### src/core/clkdelay_pkg.sv
// Shared constants, register map and helper functions for the sample clock block
package clkdelay_pkg;
  // ==========================================================================
  // Register map (byte addresses)
  localparam logic [7:0] CTRL_OFS = 8'h00;
  localparam logic [7:0] DELAY_OFS = 8'h04;
  localparam logic [7:0] STATUS_OFS = 8'h08;

  // ==========================================================================
  // Control register fields
  localparam int CTRL_MARK_BIT = 0;
  localparam int CTRL_SINGLE_BIT = 1;
  localparam int CTRL_EIGHT_BIT = 2;
  localparam int CTRL_LINK_LSB = 8;
  localparam int LINK_MODE_W = 5;
  localparam logic [31:0] CTRL_RESET = 32'h0000_0000;

  // ==========================================================================
  // Delay register fields
  localparam int DLY_INV_BIT = 0;
  localparam int DLY_COARSE_LSB = 8;
  localparam int DLY_FINE_LSB = 16;
  localparam int DLY_RAMP_EN_BIT = 24;
  localparam int DLY_RAMP_FAST_BIT = 25;
  localparam int CODE_W = 8;
  localparam logic [31:0] DELAY_RESET = 32'h0000_0000;

  // ==========================================================================
  // Status register fields
  localparam int STS_COARSE_LSB = 0;
  localparam int STS_BUSY_BIT = 8;
  localparam int STS_MARK_BIT = 9;
  localparam int STS_DECIM_BIT = 10;

  // ==========================================================================
  // Timing and data constants
  localparam int RAMP_PERIOD_CYC = 256;
  localparam logic [7:0] RAMP_SLOW_STEP = 8'h01;
  localparam logic [7:0] RAMP_FAST_STEP = 8'h04;
  localparam logic [4:0] LINK_DECIM_FIRST = 5'h09;
  localparam int SAMPLE_W = 12;
  localparam int NARROW_W = 8;
  localparam logic [1:0] RESP_OKAY = 2'h0;
  localparam logic [1:0] RESP_SLVERR = 2'h2;

  // Merge a bus write into a register honouring the byte strobes
  function automatic logic [31:0] apply_strobe(input logic [31:0] old,
                                                input logic [31:0] data,
                                                input logic [3:0] strb);
    logic [31:0] res;
    res = old;
    for (int i = 0; i < 4; i++) begin
      if (strb[i]) begin
        res[i*8 +: 8] = data[i*8 +: 8];
      end
    end
    return res;
  endfunction : apply_strobe

  // Put the trigger state into the least significant bit of an output word
  function automatic logic [SAMPLE_W-1:0] insert_marker(input logic [SAMPLE_W-1:0] w,
                                                       input logic t,
                                                       input logic on,
                                                       input logic eight);
    logic [SAMPLE_W-1:0] res;
    res = w;
    if (on && eight) begin
      res = {{(SAMPLE_W-NARROW_W){1'b0}}, w[SAMPLE_W-1 -: NARROW_W-1], t};
    end else if (on) begin
      res = {w[SAMPLE_W-1:1], t};
    end
    return res;
  endfunction : insert_marker
endpackage : clkdelay_pkg

### src/core/delay_ctl_if.sv
// Carrier between the register file and the coarse delay ramp
interface delay_ctl_if;
  logic wr;
  logic [7:0] target;
  logic ramp_en;
  logic fast;
  logic [7:0] applied;
  logic busy;
  modport ramp (input wr, input target, input ramp_en, input fast,
                output applied, output busy);
  modport ctl (output wr, output target, output ramp_en, output fast,
               input applied, input busy);
endinterface : delay_ctl_if

### src/core/coarse_ramp.sv
// Coarse delay ramp: walks the applied code toward the written target
module coarse_ramp
  import clkdelay_pkg::*;
(
  input wire logic aclk,
  input wire logic aresetn,
  delay_ctl_if.ramp dc
);
  logic [7:0] div_q, div_d;
  logic [7:0] applied_q, applied_d;
  logic [7:0] target_q, target_d;
  logic [7:0] step;
  logic tick;

  // ==========================================================================
  // Free-running divider, one enable pulse every period
  assign tick = (div_q == 8'(RAMP_PERIOD_CYC - 1));
  assign step = dc.fast ? RAMP_FAST_STEP : RAMP_SLOW_STEP;

  always_comb begin
    div_d = div_q + 8'h01;
    target_d = target_q;
    applied_d = applied_q;
    if (dc.wr) begin
      target_d = dc.target;
      if (!dc.ramp_en) begin
        applied_d = dc.target;
      end
    end else if (!dc.ramp_en) begin
      // Ramp turned off mid-way: land on target at once
      applied_d = target_q;
    end else if (tick && applied_q != target_q) begin
      if (target_q > applied_q) begin
        applied_d = (target_q - applied_q > step) ? applied_q + step : target_q;
      end else begin
        applied_d = (applied_q - target_q > step) ? applied_q - step : target_q;
      end
    end
  end

  always_ff @(posedge aclk) begin
    if (!aresetn) begin
      div_q <= 8'h00;
      applied_q <= DELAY_RESET[DLY_COARSE_LSB +: CODE_W];
      target_q <= DELAY_RESET[DLY_COARSE_LSB +: CODE_W];
    end else begin
      div_q <= div_d;
      applied_q <= applied_d;
      target_q <= target_d;
    end
  end

  assign dc.applied = applied_q;
  assign dc.busy = (applied_q != target_q);

  // ==========================================================================
  // Checks
  a_tick_period: assert property (@(posedge aclk) disable iff (!aresetn)
    tick |-> ##256 tick) else $error("ramp divider period wrong");
  a_slow_step_one: assert property (@(posedge aclk) disable iff (!aresetn)
    (tick && dc.ramp_en && !dc.fast && !dc.wr && dc.busy)
    |=> (applied_q == $past(applied_q) + 8'h01) || (applied_q == $past(applied_q) - 8'h01))
    else $error("slow ramp did not move one code");
  a_ramp_holds_idle: assert property (@(posedge aclk) disable iff (!aresetn)
    (!dc.busy && dc.ramp_en && !dc.wr) |=> $stable(applied_q))
    else $error("applied code moved at target");
  a_direct_no_ramp: assert property (@(posedge aclk) disable iff (!aresetn)
    (dc.wr && !dc.ramp_en) |=> applied_q == $past(dc.target))
    else $error("code not applied directly");
endmodule : coarse_ramp

### src/core/marker_pipe.sv
// Converter data and trigger pipeline with matched latency
module marker_pipe
  import clkdelay_pkg::*;
#(
  parameter int DEPTH = 4
) (
  input wire logic aclk,
  input wire logic aresetn,
  input wire logic [SAMPLE_W-1:0] in_a,
  input wire logic [SAMPLE_W-1:0] in_b,
  input wire logic in_trig,
  output logic [SAMPLE_W-1:0] out_a,
  output logic [SAMPLE_W-1:0] out_b,
  output logic out_trig
);
  if (DEPTH < 1) begin : g_bad_depth
    $error("marker_pipe DEPTH must be at least 1");
  end

  logic [SAMPLE_W-1:0] a_q [DEPTH];
  logic [SAMPLE_W-1:0] b_q [DEPTH];
  logic [DEPTH-1:0] t_q, t_d;
  logic [SAMPLE_W-1:0] a_d [DEPTH];
  logic [SAMPLE_W-1:0] b_d [DEPTH];

  // ==========================================================================
  // equal latency paths
  always_comb begin
    t_d = DEPTH'({t_q, in_trig});
    a_d[0] = in_a;
    b_d[0] = in_b;
    for (int i = 1; i < DEPTH; i++) begin
      a_d[i] = a_q[i-1];
      b_d[i] = b_q[i-1];
    end
  end

  always_ff @(posedge aclk) begin
    if (!aresetn) begin
      t_q <= '0;
      for (int i = 0; i < DEPTH; i++) begin
        a_q[i] <= '0;
        b_q[i] <= '0;
      end
    end else begin
      t_q <= t_d;
      a_q <= a_d;
      b_q <= b_d;
    end
  end

  assign out_a = a_q[DEPTH-1];
  assign out_b = b_q[DEPTH-1];
  assign out_trig = t_q[DEPTH-1];

  a_trig_latency: assert property (@(posedge aclk) disable iff (!aresetn)
    $past(aresetn, DEPTH) |-> out_trig == $past(in_trig, DEPTH))
    else $error("trigger latency differs from data");
  a_data_latency: assert property (@(posedge aclk) disable iff (!aresetn)
    $past(aresetn, DEPTH) |-> out_a == $past(in_a, DEPTH))
    else $error("data latency wrong");
endmodule : marker_pipe

### src/core/sample_clock_delay_and_marker.sv
// Sample edge selection, trigger marker insertion and sampling delay control
//
// Function
// - Marker appears only while sample_marker_enable is set; otherwise plain data.
// - 12-bit modes: upper 11 converter bits plus trigger state in bit 0.
// - Trigger travels a 1-bit path with latency equal to the data path.
// - 8-bit modes: trigger state sits in the least significant bit.
// - Trigger may be asynchronous; sampled alongside the analog input.
// - No marker while a decimating link mode is selected.
// - One device clock drives sampling, processing and serial outputs.
// - Dual-channel mode samples each input once per clock, rising edge.
// - Single-channel mode samples on both edges, doubling the rate.
// - SYSREF is captured on a deterministic device clock edge.
// - Half-period invert flips the device clock, delaying sampling half a period.
// - Coarse and fine codes have 256 settings; all three delays combine freely.
// - Programmed delay shifts every internal clock, serial and SYSREF timing too.
// - Delay settings may change during operation; ramp lowers link upset risk.
// - With ramp active, applied coarse code moves gradually toward the target.
// - Ramp speed: slow one step, fast four steps per 256 cycles.
// - With ramp enabled, each coarse code write starts a new ramp.
module sample_clock_delay_and_marker
  import clkdelay_pkg::*;
#(
  parameter int PIPE_DEPTH = 4
) (
  input wire logic aclk,
  input wire logic aresetn,
  input wire logic [7:0] awaddr,
  input wire logic awvalid,
  output logic awready,
  input wire logic [31:0] wdata,
  input wire logic [3:0] wstrb,
  input wire logic wvalid,
  output logic wready,
  output logic [1:0] bresp,
  output logic bvalid,
  input wire logic bready,
  input wire logic [7:0] araddr,
  input wire logic arvalid,
  output logic arready,
  output logic [31:0] rdata,
  output logic [1:0] rresp,
  output logic rvalid,
  input wire logic rready,
  input wire logic [SAMPLE_W-1:0] conv_word_a,
  input wire logic [SAMPLE_W-1:0] conv_word_b,
  input wire logic trigger_marker_input,
  input wire logic sysref_in,
  output logic [SAMPLE_W-1:0] out_word_a,
  output logic [SAMPLE_W-1:0] out_word_b,
  output logic dual_edge_sampling,
  output logic delay_half_period_invert,
  output logic [CODE_W-1:0] delay_coarse_code,
  output logic [CODE_W-1:0] delay_fine_code,
  output logic sysref_capture
);
  // ==========================================================================
  // Declarations
  logic [31:0] ctrl_q, ctrl_d;
  logic [31:0] delay_q, delay_d;
  logic ramp_wr_q, ramp_wr_d;
  logic aw_hold_q, aw_hold_d;
  logic w_hold_q, w_hold_d;
  logic [7:0] waddr_q, waddr_d;
  logic [31:0] wdata_q, wdata_d;
  logic [3:0] wstrb_q, wstrb_d;
  logic awready_q, awready_d;
  logic wready_q, wready_d;
  logic bvalid_q, bvalid_d;
  logic [1:0] bresp_q, bresp_d;
  logic arready_q, arready_d;
  logic rvalid_q, rvalid_d;
  logic [31:0] rdata_q, rdata_d;
  logic [1:0] rresp_q, rresp_d;
  logic [SAMPLE_W-1:0] out_a_q, out_a_d;
  logic [SAMPLE_W-1:0] out_b_q, out_b_d;
  logic sysref_q, cap_q, cap_d;
  logic [SAMPLE_W-1:0] pipe_a, pipe_b;
  logic pipe_trig;
  logic decim_on, mark_on, do_write;
  logic [31:0] status_word;

  delay_ctl_if dc ();

  // ==========================================================================
  // Mode decode
  assign decim_on = (ctrl_q[CTRL_LINK_LSB +: LINK_MODE_W] >= LINK_DECIM_FIRST);
  assign mark_on = ctrl_q[CTRL_MARK_BIT] && !decim_on;

  // Read-only status view of the block's own state
  always_comb begin
    status_word = '0;
    status_word[STS_COARSE_LSB +: CODE_W] = dc.applied;
    status_word[STS_BUSY_BIT] = dc.busy;
    status_word[STS_MARK_BIT] = mark_on;
    status_word[STS_DECIM_BIT] = decim_on;
  end

  // ==========================================================================
  // AXI4-Lite slave: address and data taken in either order, answered once both held
  assign do_write = aw_hold_q && w_hold_q && !bvalid_q;

  always_comb begin
    aw_hold_d = aw_hold_q;
    w_hold_d = w_hold_q;
    waddr_d = waddr_q;
    wdata_d = wdata_q;
    wstrb_d = wstrb_q;
    bvalid_d = bvalid_q;
    bresp_d = bresp_q;
    ctrl_d = ctrl_q;
    delay_d = delay_q;
    ramp_wr_d = 1'b0;
    if (awvalid && awready_q) begin
      aw_hold_d = 1'b1;
      waddr_d = awaddr;
    end
    if (wvalid && wready_q) begin
      w_hold_d = 1'b1;
      wdata_d = wdata;
      wstrb_d = wstrb;
    end
    if (bvalid_q && bready) begin
      bvalid_d = 1'b0;
    end
    if (do_write) begin
      aw_hold_d = 1'b0;
      w_hold_d = 1'b0;
      bvalid_d = 1'b1;
      bresp_d = RESP_OKAY;
      case (waddr_q)
        CTRL_OFS: begin
          ctrl_d = apply_strobe(ctrl_q, wdata_q, wstrb_q);
        end
        DELAY_OFS: begin
          delay_d = apply_strobe(delay_q, wdata_q, wstrb_q);
          ramp_wr_d = wstrb_q[DLY_COARSE_LSB / 8];
        end
        STATUS_OFS: begin
          bresp_d = RESP_OKAY;
        end
        default: begin
          bresp_d = RESP_SLVERR;
        end
      endcase
    end
    // Ready only while nothing of that kind is held, so payloads are never overwritten
    awready_d = !aw_hold_d && !bvalid_d;
    wready_d = !w_hold_d && !bvalid_d;
  end

  // Keep only defined bits; the rest read back as zero
  always_ff @(posedge aclk) begin
    if (!aresetn) begin
      aw_hold_q <= 1'b0;
      w_hold_q <= 1'b0;
      waddr_q <= 8'h00;
      wdata_q <= 32'h0000_0000;
      wstrb_q <= 4'h0;
      bvalid_q <= 1'b0;
      bresp_q <= RESP_OKAY;
      awready_q <= 1'b0;
      wready_q <= 1'b0;
      ctrl_q <= CTRL_RESET;
      delay_q <= DELAY_RESET;
      ramp_wr_q <= 1'b0;
    end else begin
      aw_hold_q <= aw_hold_d;
      w_hold_q <= w_hold_d;
      waddr_q <= waddr_d;
      wdata_q <= wdata_d;
      wstrb_q <= wstrb_d;
      bvalid_q <= bvalid_d;
      bresp_q <= bresp_d;
      awready_q <= awready_d;
      wready_q <= wready_d;
      ctrl_q <= ctrl_d & 32'h0000_1f07;
      delay_q <= delay_d & 32'h03ff_ff01;
      ramp_wr_q <= ramp_wr_d;
    end
  end

  // Read channel: one read at a time, data one cycle after the address is taken
  always_comb begin
    rvalid_d = rvalid_q;
    rdata_d = rdata_q;
    rresp_d = rresp_q;
    if (rvalid_q && rready) begin
      rvalid_d = 1'b0;
    end
    if (arvalid && arready_q) begin
      rvalid_d = 1'b1;
      rresp_d = RESP_OKAY;
      case (araddr)
        CTRL_OFS: rdata_d = ctrl_q;
        DELAY_OFS: rdata_d = delay_q;
        STATUS_OFS: rdata_d = status_word;
        default: begin
          rdata_d = 32'h0000_0000;
          rresp_d = RESP_SLVERR;
        end
      endcase
    end
    arready_d = !rvalid_d;
  end

  always_ff @(posedge aclk) begin
    if (!aresetn) begin
      rvalid_q <= 1'b0;
      rdata_q <= 32'h0000_0000;
      rresp_q <= RESP_OKAY;
      arready_q <= 1'b0;
    end else begin
      rvalid_q <= rvalid_d;
      rdata_q <= rdata_d;
      rresp_q <= rresp_d;
      arready_q <= arready_d;
    end
  end

  // ==========================================================================
  // Delay control: coarse through the ramp, invert and fine straight through
  assign dc.wr = ramp_wr_q;
  assign dc.target = delay_q[DLY_COARSE_LSB +: CODE_W];
  assign dc.ramp_en = delay_q[DLY_RAMP_EN_BIT];
  assign dc.fast = delay_q[DLY_RAMP_FAST_BIT];

  coarse_ramp u_ramp (
    .aclk(aclk),
    .aresetn(aresetn),
    .dc(dc.ramp)
  );

  // ==========================================================================
  // Data path, all on the single device clock
  // trigger sampled with data
  marker_pipe #(
    .DEPTH(PIPE_DEPTH)
  ) u_pipe (
    .aclk(aclk),
    .aresetn(aresetn),
    .in_a(conv_word_a),
    .in_b(conv_word_b),
    .in_trig(trigger_marker_input),
    .out_a(pipe_a),
    .out_b(pipe_b),
    .out_trig(pipe_trig)
  );

  always_comb begin
    out_a_d = insert_marker(pipe_a, pipe_trig, mark_on, ctrl_q[CTRL_EIGHT_BIT]);
    out_b_d = insert_marker(pipe_b, pipe_trig, mark_on, ctrl_q[CTRL_EIGHT_BIT]);
    cap_d = sysref_in && !sysref_q;
  end

  always_ff @(posedge aclk) begin
    if (!aresetn) begin
      out_a_q <= '0;
      out_b_q <= '0;
      sysref_q <= 1'b0;
      cap_q <= 1'b0;
    end else begin
      out_a_q <= out_a_d;
      out_b_q <= out_b_d;
      sysref_q <= sysref_in;
      cap_q <= cap_d;
    end
  end

  // ==========================================================================
  // Outputs
  assign awready = awready_q;
  assign wready = wready_q;
  assign bvalid = bvalid_q;
  assign bresp = bresp_q;
  assign arready = arready_q;
  assign rvalid = rvalid_q;
  assign rdata = rdata_q;
  assign rresp = rresp_q;
  assign out_word_a = out_a_q;
  assign out_word_b = out_b_q;
  assign dual_edge_sampling = ctrl_q[CTRL_SINGLE_BIT];
  assign delay_half_period_invert = delay_q[DLY_INV_BIT];
  assign delay_fine_code = delay_q[DLY_FINE_LSB +: CODE_W];
  assign delay_coarse_code = dc.applied;
  assign sysref_capture = cap_q;

  // ==========================================================================
  // Checks
  a_marker_lsb_out: assert property (@(posedge aclk) disable iff (!aresetn)
    mark_on |=> out_a_q[0] == $past(pipe_trig) && out_b_q[0] == $past(pipe_trig))
    else $error("marker bit missing from output");
  a_raw_when_off: assert property (@(posedge aclk) disable iff (!aresetn)
    !mark_on |=> out_a_q == $past(pipe_a) && out_b_q == $past(pipe_b))
    else $error("output altered with marker off");
  a_eight_bit_upper: assert property (@(posedge aclk) disable iff (!aresetn)
    (mark_on && ctrl_q[CTRL_EIGHT_BIT]) |=> out_a_q[SAMPLE_W-1:NARROW_W] == '0)
    else $error("eight-bit word wider than eight bits");
  a_decim_no_mark: assert property (@(posedge aclk) disable iff (!aresetn)
    decim_on |-> !mark_on && !status_word[STS_MARK_BIT])
    else $error("marker active in decimating mode");
  a_sysref_one_edge: assert property (@(posedge aclk) disable iff (!aresetn)
    $rose(sysref_in) |=> cap_q ##1 !cap_q)
    else $error("sysref capture not a single pulse");
  a_bresp_holds: assert property (@(posedge aclk) disable iff (!aresetn)
    (bvalid_q && !bready) |=> bvalid_q && $stable(bresp_q))
    else $error("write response dropped early");
endmodule : sample_clock_delay_and_marker

### config.mk
export PLATFORM = sky130hd
export DESIGN_NAME = sample_clock_delay_and_marker
export DESIGN_NICKNAME = d
export VERILOG_FILES = /design/src/core/clkdelay_pkg.sv /design/src/core/delay_ctl_if.sv /design/src/core/coarse_ramp.sv /design/src/core/marker_pipe.sv /design/src/core/sample_clock_delay_and_marker.sv
export SDC_FILE = /design/constraint.sdc
export NUM_CORES = 1
export LEC_CHECK = 0
export BUFFER_PORTS_ARGS = -buffer_cell sky130_fd_sc_hd__buf_4
export CELL_PAD_IN_SITES_DETAIL_PLACEMENT = 0
export CELL_PAD_IN_SITES_GLOBAL_PLACEMENT = 1
export CORE_AREA = 2 2 158 160
export CTS_BUF_LIST = sky130_fd_sc_hd__clkbuf_8
export CTS_CLUSTER_DIAMETER = 30
export DETAILED_ROUTE_END_ITERATION = 10
export DIE_AREA = 0 0 160 162
export GPL_TIMING_DRIVEN = 0
export PLACE_DENSITY_LB_ADDON = 0.05
export SLEW_MARGIN = 20
export SYNTH_ARGS = -nofsm -noshare
export SYNTH_HDL_FRONTEND = slang
export SYNTH_SLANG_ARGS = --single-unit
### constraint.sdc
create_clock -name aclk -period 3 [get_ports aclk]
set_input_delay 0.6 -clock aclk [delete_from_list [all_inputs] [get_ports aclk]]
set_output_delay 0.6 -clock aclk [all_outputs]
set_load 0.01 [all_outputs]
==> metrics.txt, run 1 <==
Tmin final=between 2000 and 3000 ps; Seq/Total Area, Yosys=52.8%; CP startpoint kind=flip-flop; Vias/cell=~4.7; top cells by area, synth=dfxtp_1 (53%), and2_1 (7.0%), nand2_1 (5.2%); origin of the critical flop-to-flop path=u_ramp.dc.applied[0]; Yosys reg bits=246; RSZ-0062 raised after global routing=yes; most numerous cell in the Yosys netlist=dfxtp_1; IO Pins=169; clock tree root driver cell=clkbuf_8; DIE AREA=between 20000 and 30000 um2; setup ws final=between 90 and 100 ps; CTS Buf Count=53; Starting DRT DRC Count=between 300 and 400; largest net degree at the start of global routing=15; Mapped Avg Cell Area=about 9.4 um2; Max Cap Viol=0; CP arrival=~3400 ps; Setup TNS=0 ps; DR vias=~7.4k; Die Wd=approximately 160 um; crit-path max FO=4; clk slew on worst S/H paths=~60 ps; met2 Usage GRT=between 30% and 40%; Layout Nets=about 1.3k; initial antenna violation count=0; starting density of the core=roughly 39%; Slew @ Worst Pin=~850 ps; Routed WL=between 20000 and 25000 um; Netlist cell types=63; layout cells sized above 1=25.6%; PwrDens=621 nW/um2; outcome=completed; Clock Sinks=between 200 and 250; vias in the first global route=between 7k and 8k; Power, Total=roughly 7700 uW; WHS=between 200 and 250 ps; remaining routing DRC violations=0; CTS HTree Levels=2; WHS Path Cells=2; grt met1 use=between 20% and 30%; # rows=57; post-synth top area share=a little over half; Clock Latency Late Sink=570 ps; Mapped Area=between 9000 and 10000 um2; CP required=~3400 ps; Hold Path Class=in -> reg; Post-Synthesis Cells=around 1000; Leakage=about 0.0054 uW; fin crit share=96.9%; Synth area leader=dfxtp_1; Routed Antenna Nets=0; critical path type=reg -> reg; met3 usage=around 4.7%; top post-synthesis cells by count=dfxtp_1 (246), nand2_1 (130), and2_1 (105), nor2_1 (101), a21oi_1 (80); fmax=roughly 340 MHz; worst r2r dst=u_ramp.dc.applied[7]; gr ovfl total=0; ys async rst share=0%; first-pass GRT wire length=~38000 um; Critical Path Start=u_ramp.dc.applied[0]; critical path, cell by cell=inv_4 -> ha_4 -> fa_2 -> xnor2_1 -> ha_1 -> nand2_1 -> a21boi_2 -> o22ai_2 -> nor4_4 -> nand2_2 -> buf_4 -> mux2i_1 -> o21ai_1 -> o211a_1; critical path's largest stage delay=between 300 and 400 ps; Initial DRT Pass Iterations=5; worst reg-to-reg path cell count=14; Slew Limit Fails=0; Post-synth top flop=dfxtp_1; TritonCTS clock tree=done; Chip Height=~160 um; final setup fails=0; min-delay src=conv_word_a[3]; Post-Place Worst Slack=-793 ps; internal reg-to-reg setup slack=between 90 and 100 ps; Core ar.=about 24000 um2; Top Usage Layer GRT=met2; drt wl/cell=15.3 um; RD Place Congestion=approximately 0.83; worst vdd ir=0.345 mV; Worst Skew=about 34 ps; GRT Overall Usage=18.4%; Post-DP HPWL=between 15000 and 20000 um; slowest CP cell=dfxtp_4; area grow syn2layout=33.4%; element type at the critical path end=flip-flop; buffers added on ports=between 100 and 150; Rel. slew slack=42.9%; # diodes=0; Fin. Hold Viols=0; worst-case clock buffer depth=3; Yosys warnings=0; number of flops mapped to enable cells by yosys=0; hold endpoint=u_pipe.a_d[27]
## worst max path at each step
stage	end	cells after the start
after floorplan	u_ramp.dc.applied[3]	13
after global placement	u_ramp.dc.applied[4]	12
after detailed placement	u_ramp.dc.applied[4]	12
after CTS	u_ramp.dc.applied[4]	13
after global routing	u_ramp.dc.applied[4]	13
final	u_ramp.dc.applied[7]	14
## what timing repair did
action                     CTS  global route
hold buffers                 0             0
buffers inserted             5            10
cloned                       0             0
gates resized for setup     25            37
pin swaps                   12            10
setup endpoints to repair    8             8
## sequential cells by signal, summed over array words and instances, names as in the netlist, 19 cells and up
name        flops
rdata          26
wdata_q        21
u_pipe.a_d     36
delay_q        19
u_pipe.b_d     36
## routing by layer
metal / part of all wire (%) / wire (um) / vias to the layer above
met5: 0 / 0 / -
met4: 2.1 / 511 / 0
met3: 6.1 / 1480 / 35
met2: 47 / 11500 / 189
met1: 45 / 10800 / 3404
li1: - / - / 3792
## logic make-up after synthesis
logic type | after synthesis | share of synthesized area (%)
xor gates and xnor gates | 18 | 1.69
other | 1 | 0.0402
and+or+nand+nor | 409 | 21.4
adders and majority gates | 27 | 3.78
muxes | 46 | 4.97
buffers and inverters | 91 | 4.50
DFF | 246 | 52.8
AOI/OAI and AO/OA | 158 | 10.8
## per-stage QoR
| stage | instances | cell area [um2] | utilization (%) |
|---|---|---|---|
| floorplan | 1003 | 9350 | - |
| global placement | 1475 | 10900 | 45.1 |
| detailed placement | 1475 | 10900 | 45.1 |
| CTS | 1575 | 12200 | 50.7 |
| global route | 1585 | 12400 | 51.6 |
| finish | 1585 | 12400 | 51.6 |
## cell usage in the layout, fill, tap and decap left out, types with 3 or more instances in the layout
cell / Yosys / final
and2_1: 105 / 104
o22ai_1: 5 / 4
nand4_1: 6 / 6
clkinvlp_4: 0 / 5
a21oi_1: 80 / 80
a31oi_1: 4 / 3
ha_4: 0 / 4
nor4_1: 9 / 8
inv_1: 21 / 24
dfxtp_1: 246 / 241
nand3_1: 14 / 13
buf_4: 16 / 179
buf_1: 5 / 5
nand3b_1: 5 / 5
o21ai_1: 3 / 5
bufinv_16: 0 / 7
and3_1: 12 / 12
mux2i_1: 44 / 43
buf_6: 2 / 3
xnor2_1: 10 / 10
a22oi_1: 25 / 25
nor3_1: 7 / 7
clkbuf_1: 42 / 39
o21bai_1: 3 / 3
nor4_4: 0 / 3
clkbuf_8: 0 / 64
nand2_1: 130 / 127
ha_1: 25 / 19
dfxtp_4: 0 / 4
nor2_1: 101 / 99
o21ai_0: 11 / 9
clkinv_2: 0 / 10
conb_1: 1 / 8
nand2b_1: 8 / 8
inv_2: 4 / 7
xor2_1: 8 / 7
nand2_2: 0 / 3
## critical path, delay by kind of cell, from the launching register on
kind,cells,cell delay (ps)
adder cells (fa/ha/maj),3,790
AND/OR/NAND/NOR,3,560
AO/OA/AOI/OAI,4,530
flip-flops,1,380
buffers and inverters,2,230
multiplexers,1,170
XOR/XNOR,1,140
## cell type report
class	instances	area, um2
Buffer	65	328
Clock buffer	64	881
Clock inverter	31	349
Fill cell	2351	11700
Inverter	26	103
Multi-Input combinational cell	666	4200
Sequential cell	246	4940
Tap cell	324	405
Timing Repair Buffer	163	1230
## report_power, final
part / switching, uW / internal (uW)
sequential: 31.9 / 3350
combinational: 164 / 141
clock: 1480 / 2550
total: 1670 / 6040
Note: power is estimated with default switching activity, not from simulation.
==> run 2, diff against run 1 <==
==> constraint.sdc (replaced) <==
create_clock -name aclk -period 2.4 [get_ports aclk]
set_input_delay 0.48 -clock aclk [delete_from_list [all_inputs] [get_ports aclk]]
set_output_delay 0.48 -clock aclk [all_outputs]
set_load 0.01 [all_outputs]
==> run 2 against run 1 <==
Against the previous run:
- the flow now finishes with violations (setup timing)
- non-clock buffer count rose by 7
- final area up 0.50%
- largest cell class unchanged
- die area is the same
- maximum frequency is 1.7% lower
- power is 21% higher
- critical path depth shrank 1
- cell count up 0.63%
- first-iteration DRC count decreased by 15%
- sequential share of layout area down 0.19 points
- critical endpoint is now u_ramp.dc.applied[4]
- core utilization grew 0.26 points
- highest routed layer unchanged
==> metrics.txt, run 2 (synthesis results as in run 1) <==
crit-path max FO=4 (unchanged); DIE AREA=25900 um2 (unchanged); TritonCTS clock tree=done (unchanged); Routed Antenna Nets=0 (unchanged); Max Cap Viol=0 (unchanged); Highest Signal Layer=met4 (unchanged); Fill cells=2359 (was 2351); failing checks=setup timing; CP required=2800 ps (was 3440 ps); Storage cell area=4940 um2 (about the same); Post-DP HPWL=17800 um (was 17700 um); origin of the critical flop-to-flop path=u_ramp.dc.applied[0] (unchanged); Slew Limit Fails=0 (unchanged); slowest CP cell=dfxtp_4 (unchanged); WL met3=1440 um (was 1480 um); CP startpoint kind=flip-flop (unchanged); RSZ-0062 raised after global routing=yes (unchanged); remaining routing DRC violations=0 (unchanged); Clock Power Share=50.7% (was 52.2%); RD Place Congestion=0.834 (was 0.827); Chip Height=162 um (unchanged); Starting DRT DRC Count=336 (was 397); fin crit share=123% (was 96.9%); Initial DRT Pass Iterations=5 (unchanged); Internal Dissipation=7200 uW (was 6040 uW); fmax=338 MHz (was 344 MHz); Met2 Wirelength=11700 um (was 11500 um); CTS HTree Levels=2 (unchanged); starting density of the core=38.7% (unchanged); element type at the critical path end=flip-flop (unchanged); vias in the first global route=7085 (was 7045); critical path, cell by cell=inv_4 -> ha_4 -> fa_2 -> xnor2_2 -> ha_1 -> nand2_1 -> a21boi_2 -> o22ai_2 -> nor4_4 -> nand2_2 -> mux2i_4 -> a21o_1 -> a2111oi_4 (was inv_4 -> ha_4 -> fa_2 -> xnor2_1 -> ha_1 -> nand2_1 -> a21boi_2 -> o22ai_2 -> nor4_4 -> nand2_2 -> buf_4 -> mux2i_1 -> o21ai_1 -> o211a_1); drt wl/cell=15.5 um (was 15.3 um); Routed WL=24700 um (was 24200 um); WHS Path Cells=2 (unchanged); clk slew on worst S/H paths=60 ps (about the same); Leakage=0.00547 uW (was 0.00542 uW); hold endpoint=u_pipe.a_d[32] (was u_pipe.a_d[27]); Core ar.=24100 um2 (unchanged); switching power total=2150 uW (was 1670 uW); CP arrival=3360 ps (was 3350 ps); buffers added on ports=148 (unchanged); register share of total power=45.2% (was 43.8%); initial antenna violation count=0 (unchanged); CTS Buf Count=53 (unchanged); switching share of power=23.0% (was 21.7%); WL met1=10900 um (was 10800 um); final setup fails=8 (was 0); critical path type=reg -> reg (unchanged); Vias/cell=4.65 (was 4.68); largest net degree at the start of global routing=15 (unchanged); GRT Overall Usage=18.6% (was 18.4%); Tmin final=2960 ps (was 2910 ps); Die Wd=160 um (unchanged); outcome=finished with violations (was completed); worst-case clock buffer depth=3 (unchanged); DR vias=7417 (was 7420); PwrDens=748 nW/um2 (was 621 nW/um2); Slew @ Worst Pin=808 ps (was 850 ps); Hold Path Class=in -> reg (unchanged); WHS=113 ps (was 249 ps); setup ws final=-557 ps (was 92.3 ps); Clock Latency Late Sink=570 ps (about the same); Rel. slew slack=45.7% (was 42.9%); gr ovfl total=0 (unchanged); most common cell after layout, fill and taps aside=dfxtp_1 (unchanged); Worst Skew=19.4 ps (was 33.8 ps); worst r2r dst=u_ramp.dc.applied[4] (was u_ramp.dc.applied[7]); min-delay src=conv_word_a[8] (was conv_word_a[3]); Layout Nets=1340 (was 1333); Post-Place Worst Slack=-1040 ps (was -793 ps); # rows=57 (unchanged); footprint of the multi-input gates=4240 um2 (was 4200 um2); IO Pins=169 (unchanged); worst vdd ir=0.477 mV (was 0.345 mV); Fin. Hold Viols=0 (unchanged); internal reg-to-reg setup slack=-560 ps (was 90 ps); share of power burned in combinational logic=4.1% (was 4.0%); clock tree root driver cell=clkbuf_8 (unchanged); # diodes=0 (unchanged); final core occ=51.8% (was 51.6%); worst reg-to-reg path cell count=13 (was 14); critical path's largest stage delay=370 ps (was 380 ps); Clock Sinks=246 (unchanged); commonest cells after routing, fill and taps aside=dfxtp_1 (240), buf_4 (182), nand2_1 (125) (was dfxtp_1 (241), buf_4 (179), nand2_1 (127)); first-pass GRT wire length=37900 um (was 37700 um); layout cells sized above 1=26.6% (was 25.6%); area grow syn2layout=34.0% (was 33.4%)
run 2: cell types whose count changed in the layout (fill, tap and decap cells not counted), sizes merged:
cell	previous run	this run
clkinvlp	5	8
bufinv	7	3
buf	187	193
clkbuf	105	108
inv	34	36
run 2: worst max path at each step:
| stage | to | start |
|---|---|---|
| 2_1_floorplan | u_ramp.dc.applied[4] | u_ramp.dc.applied[0] |
| 3_3_place_gp | u_ramp.dc.applied[4] | u_ramp.dc.applied[1] |
| 3_5_place_dp | u_ramp.dc.applied[4] | u_ramp.dc.applied[1] |
| 4_1_cts | u_ramp.dc.applied[3] | u_ramp.target_q[0] |
| 5_1_grt | u_ramp.dc.applied[7] | u_ramp.dc.applied[0] |
| 6_report | u_ramp.dc.applied[4] | u_ramp.dc.applied[0] |
run 2: area by class of cell:
class / instances / share of cell area (%)
multi-input combinational: 666 / 33.9
buffer: 65 / 2.70
sequential: 246 / 39.5
clock inverter: 32 / 2.09
inverter: 26 / 0.821
timing repair buffer: 170 / 10.4
tap: 324 / 3.24
clock buffer: 66 / 7.27
run 2: critical path, delay by kind of cell (launching register included):
family / cells / cell delay, ps
compound gates: 4 / 630
xor+xnor: 1 / 140
fa+ha+maj: 3 / 810
buf+inv: 1 / 40
flops: 1 / 370
mux: 1 / 190
simple gates: 3 / 600
run 2: repair_timing:
item	in CTS	in global routing
pin swaps	11	11
hold buffers	0	0
resized for setup	28	23
endpoints found under the setup margin	30	29
buffers inserted	15	7
hold endpoints to repair	0	0
run 2: per-stage QoR:
stage                     cell area [um2]  setup TNS, ps  cells  power [uW]
after floorplan                      9410          -2050   1003        4510
after global placement              10900         -10560   1475        4700
after detailed placement            10900         -11220   1475        4710
after CTS                           12300          -4170   1588        9490
after global routing                12500          -5360   1595        9760
final                               12500          -4220   1595        9350
run 2: power by group through the flow:
| stage | clock network (uW) | logic, uW | registers (uW) |
|---|---|---|---|
| detailed placement | 0 | 390 | 4320 |
| floorplan | 0 | 195 | 4310 |
| global route | 5090 | 431 | 4240 |
| CTS | 4870 | 392 | 4230 |
| global placement | 0 | 389 | 4310 |
| finish | 4740 | 385 | 4230 |
run 2: per-layer routing:
metal | vias up | track usage, %
met3 | 51 | 5.06
met5 | - | 0
li1 | 3793 | -
met4 | 0 | 6.06
met1 | 3399 | 23.2
met2 | 174 | 31.5
==> run 3, diff against run 2 <==
==> constraint.sdc (replaced) <==
create_clock -name aclk -period 2.4 [get_ports aclk]
set_input_delay 0.12 -clock aclk [delete_from_list [all_inputs] [get_ports aclk]]
set_output_delay 0.12 -clock aclk [all_outputs]
set_load 0.01 [all_outputs]
==> run 3 against run 2 <==
Against the previous run:
- the run still ends with setup timing left
- power increased by 1.0%
- cell count increased by 4.6%
- clock power about the same
- wire length increased by 3.0%
- sequential power about the same
- maximum frequency decreased by 1.8%
- via count increased by 3.9%
- first-iteration DRC count increased by 9.8%
- final area increased by 5.5%
- critical path type unchanged
==> metrics.txt, run 3 (synthesis results as in run 1) <==
outcome=finished with violations (unchanged); failing checks=setup timing (unchanged); first-pass GRT wire length=39300 um (was 37900 um); clock tree root driver cell=clkbuf_8 (unchanged); GRT Overall Usage=19.2% (was 18.6%); CP required=2800 ps (about the same); Fin. Hold Viols=0 (unchanged); Max Cap Viol=0 (unchanged); Storage cell area=4940 um2 (unchanged); critical path's top delay family=adder cells (unchanged); Routed Antenna Nets=0 (unchanged); critical path's largest stage delay=380 ps (was 370 ps); share of power burned in combinational logic=5.1% (was 4.1%); min-delay src=awvalid (was conv_word_a[8]); Slew @ Worst Pin=798 ps (was 808 ps); Power, Total=9450 uW (was 9350 uW); Tmin final=3010 ps (was 2960 ps); PwrDens=716 nW/um2 (was 748 nW/um2); fmax=332 MHz (was 338 MHz); CTS HTree Levels=2 (unchanged); # diodes=0 (unchanged); critical path, cell by cell=inv_4 -> ha_4 -> fa_2 -> xnor2_2 -> ha_1 -> nand2_1 -> a21boi_2 -> o22ai_2 -> nor4_4 -> nand2_2 -> buf_6 -> mux2i_4 -> a21o_1 -> a2111oi_4 (was inv_4 -> ha_4 -> fa_2 -> xnor2_2 -> ha_1 -> nand2_1 -> a21boi_2 -> o22ai_2 -> nor4_4 -> nand2_2 -> mux2i_4 -> a21o_1 -> a2111oi_4); Clock Sinks=246 (unchanged); largest net degree at the start of global routing=15 (unchanged); Slew Limit Fails=0 (unchanged); hold endpoint=waddr_q[6] (was u_pipe.a_d[32]); starting density of the core=38.7% (unchanged); worst vdd ir=0.484 mV (was 0.477 mV); fin cells=1669 (was 1595); RD Place Congestion=0.834 (unchanged); register share of total power=44.7% (was 45.2%); internal reg-to-reg setup slack=-610 ps (was -560 ps); vias in the first global route=7459 (was 7085); origin of the critical flop-to-flop path=u_ramp.dc.applied[0] (unchanged); worst r2r dst=u_ramp.dc.applied[4] (unchanged); buffers added on ports=148 (unchanged); layout cells sized above 1=25.0% (was 26.6%); fin crit share=125% (was 123%); Core ar.=24100 um2 (unchanged); worst-case clock buffer depth=3 (unchanged); slowest CP cell=dfxtp_4 (unchanged); final setup fails=8 (unchanged); clk slew on worst S/H paths=50 ps (was 60 ps); Routed WL=25400 um (was 24700 um); Worst Skew=19.3 ps (was 19.4 ps); Clock Latency Late Sink=570 ps (about the same); area grow syn2layout=41.5% (was 34.0%); element type at the critical path end=flip-flop (unchanged); Vias/cell=4.62 (was 4.65); DIE AREA=25900 um2 (unchanged); Met2 Wirelength=12300 um (was 11700 um); crit-path max FO=4 (unchanged); critical path type=reg -> reg (unchanged); TritonCTS clock tree=done (unchanged); Post-DP HPWL=17800 um (unchanged); WL met3=1480 um (was 1440 um); gr ovfl total=0 (unchanged); CTS Buf Count=53 (unchanged); switching share of power=23.0% (about the same); Chip Height=162 um (unchanged); Clock Power Share=50.2% (was 50.7%); remaining routing DRC violations=0 (unchanged); Layout Nets=1414 (was 1340); Internal Dissipation=7270 uW (was 7200 uW); Starting DRT DRC Count=369 (was 336); # rows=57 (unchanged); worst path bufs/invs=2 (was 1); CP startpoint kind=flip-flop (unchanged); Die Wd=160 um (unchanged); Hold Path Class=in -> reg (unchanged); most common cell after layout, fill and taps aside=dfxtp_1 (unchanged); Fill cells=2296 (was 2359); Initial DRT Pass Iterations=4 (was 5); Leakage=0.00580 uW (was 0.00547 uW); initial antenna violation count=0 (unchanged); WHS Path Cells=4 (was 2); Post-Place Worst Slack=-1040 ps (unchanged); Highest Signal Layer=met4 (unchanged); footprint of the multi-input gates=4210 um2 (was 4240 um2); worst reg-to-reg path cell count=14 (was 13); drt wl/cell=15.2 um (was 15.5 um); switching power total=2170 uW (was 2150 uW); RSZ-0062 raised after global routing=yes (unchanged); CP arrival=3410 ps (was 3360 ps); Rel. slew slack=46.4% (was 45.7%); IO Pins=169 (unchanged); setup ws final=-610 ps (was -557 ps); WL met1=11100 um (was 10900 um); DR vias=7704 (was 7417); dpl cells=1475 (unchanged); commonest cells after routing, fill and taps aside=dfxtp_1 (240), buf_4 (187), nand2_1 (126) (was dfxtp_1 (240), buf_4 (182), nand2_1 (125))
## run 3: worst max path at each step
| stage | depth (start not counted) | to | slack [ps] | startpoint |
|---|---|---|---|---|
| detailed placement | 12 | u_ramp.dc.applied[4] | -1040 | u_ramp.dc.applied[1] |
| global route | 14 | u_ramp.dc.applied[4] | -770 | u_ramp.dc.applied[0] |
| finish | 14 | u_ramp.dc.applied[4] | -610 | u_ramp.dc.applied[0] |
| CTS | 14 | u_ramp.dc.applied[3] | -560 | u_ramp.target_q[0] |
| global placement | 12 | u_ramp.dc.applied[4] | -1010 | u_ramp.dc.applied[1] |
| floorplan | 13 | u_ramp.dc.applied[4] | -350 | u_ramp.dc.applied[0] |
## run 3: through the flow
stage / hold WS [ps] / TNS (ps) / util, % / area (um2)
final: 36.9 / -4390 / 54.7 / 13200
after global routing: 34.1 / -5740 / 54.7 / 13200
after CTS: 0.450 / -4170 / 54.1 / 13000
after detailed placement: 330 / -8080 / 45.3 / 10900
after global placement: 328 / -8040 / 45.3 / 10900
after floorplan: 247 / -2050 / - / 9410
## run 3: power by group through the flow
stage / registers (uW) / clock network [uW] / logic (uW)
final: 4230 / 4740 / 481
after global routing: 4240 / 5090 / 532
after CTS: 4230 / 4870 / 483
after detailed placement: 4320 / 0 / 390
after global placement: 4310 / 0 / 389
after floorplan: 4310 / 0 / 195
## run 3: cell type report
class	count	share of cell area, %
flip-flops and latches	246	37.5
plain buffers	65	2.56
inverters	26	0.778
multi-input cells	666	31.9
well taps	324	3.07
repair buffers	244	15.3
clock inverters	32	1.98
clock buffers	66	6.89
## run 3: layer usage
| metal | vias to the layer above | GRT usage, % |
|---|---|---|
| met5 | - | 0 |
| met1 | 3509 | 23.6 |
| met3 | 53 | 5.06 |
| li1 | 3945 | - |
| met2 | 197 | 33.2 |
| met4 | 0 | 6.10 |
## run 3: what timing repair did
| action | 4_1_cts | 5_1_grt |
|---|---|---|
| hold buffers | 73 | 0 |
| buffers inserted | 15 | 8 |
| pin swaps | 11 | 8 |
| setup endpoints to repair | 30 | 29 |
| endpoints found under the hold margin | 65 | 0 |
| resized for setup | 28 | 17 |
## run 3: worst reg2reg max path, delay by kind of cell (launching register included)
kind,cells,cell delay [ps]
buffers and inverters,2,200
and+or+nand+nor,3,570
AOI/OAI and AO/OA,4,610
adders and majority gates,3,810
muxes,1,130
xor gates and xnor gates,1,140
DFF,1,380
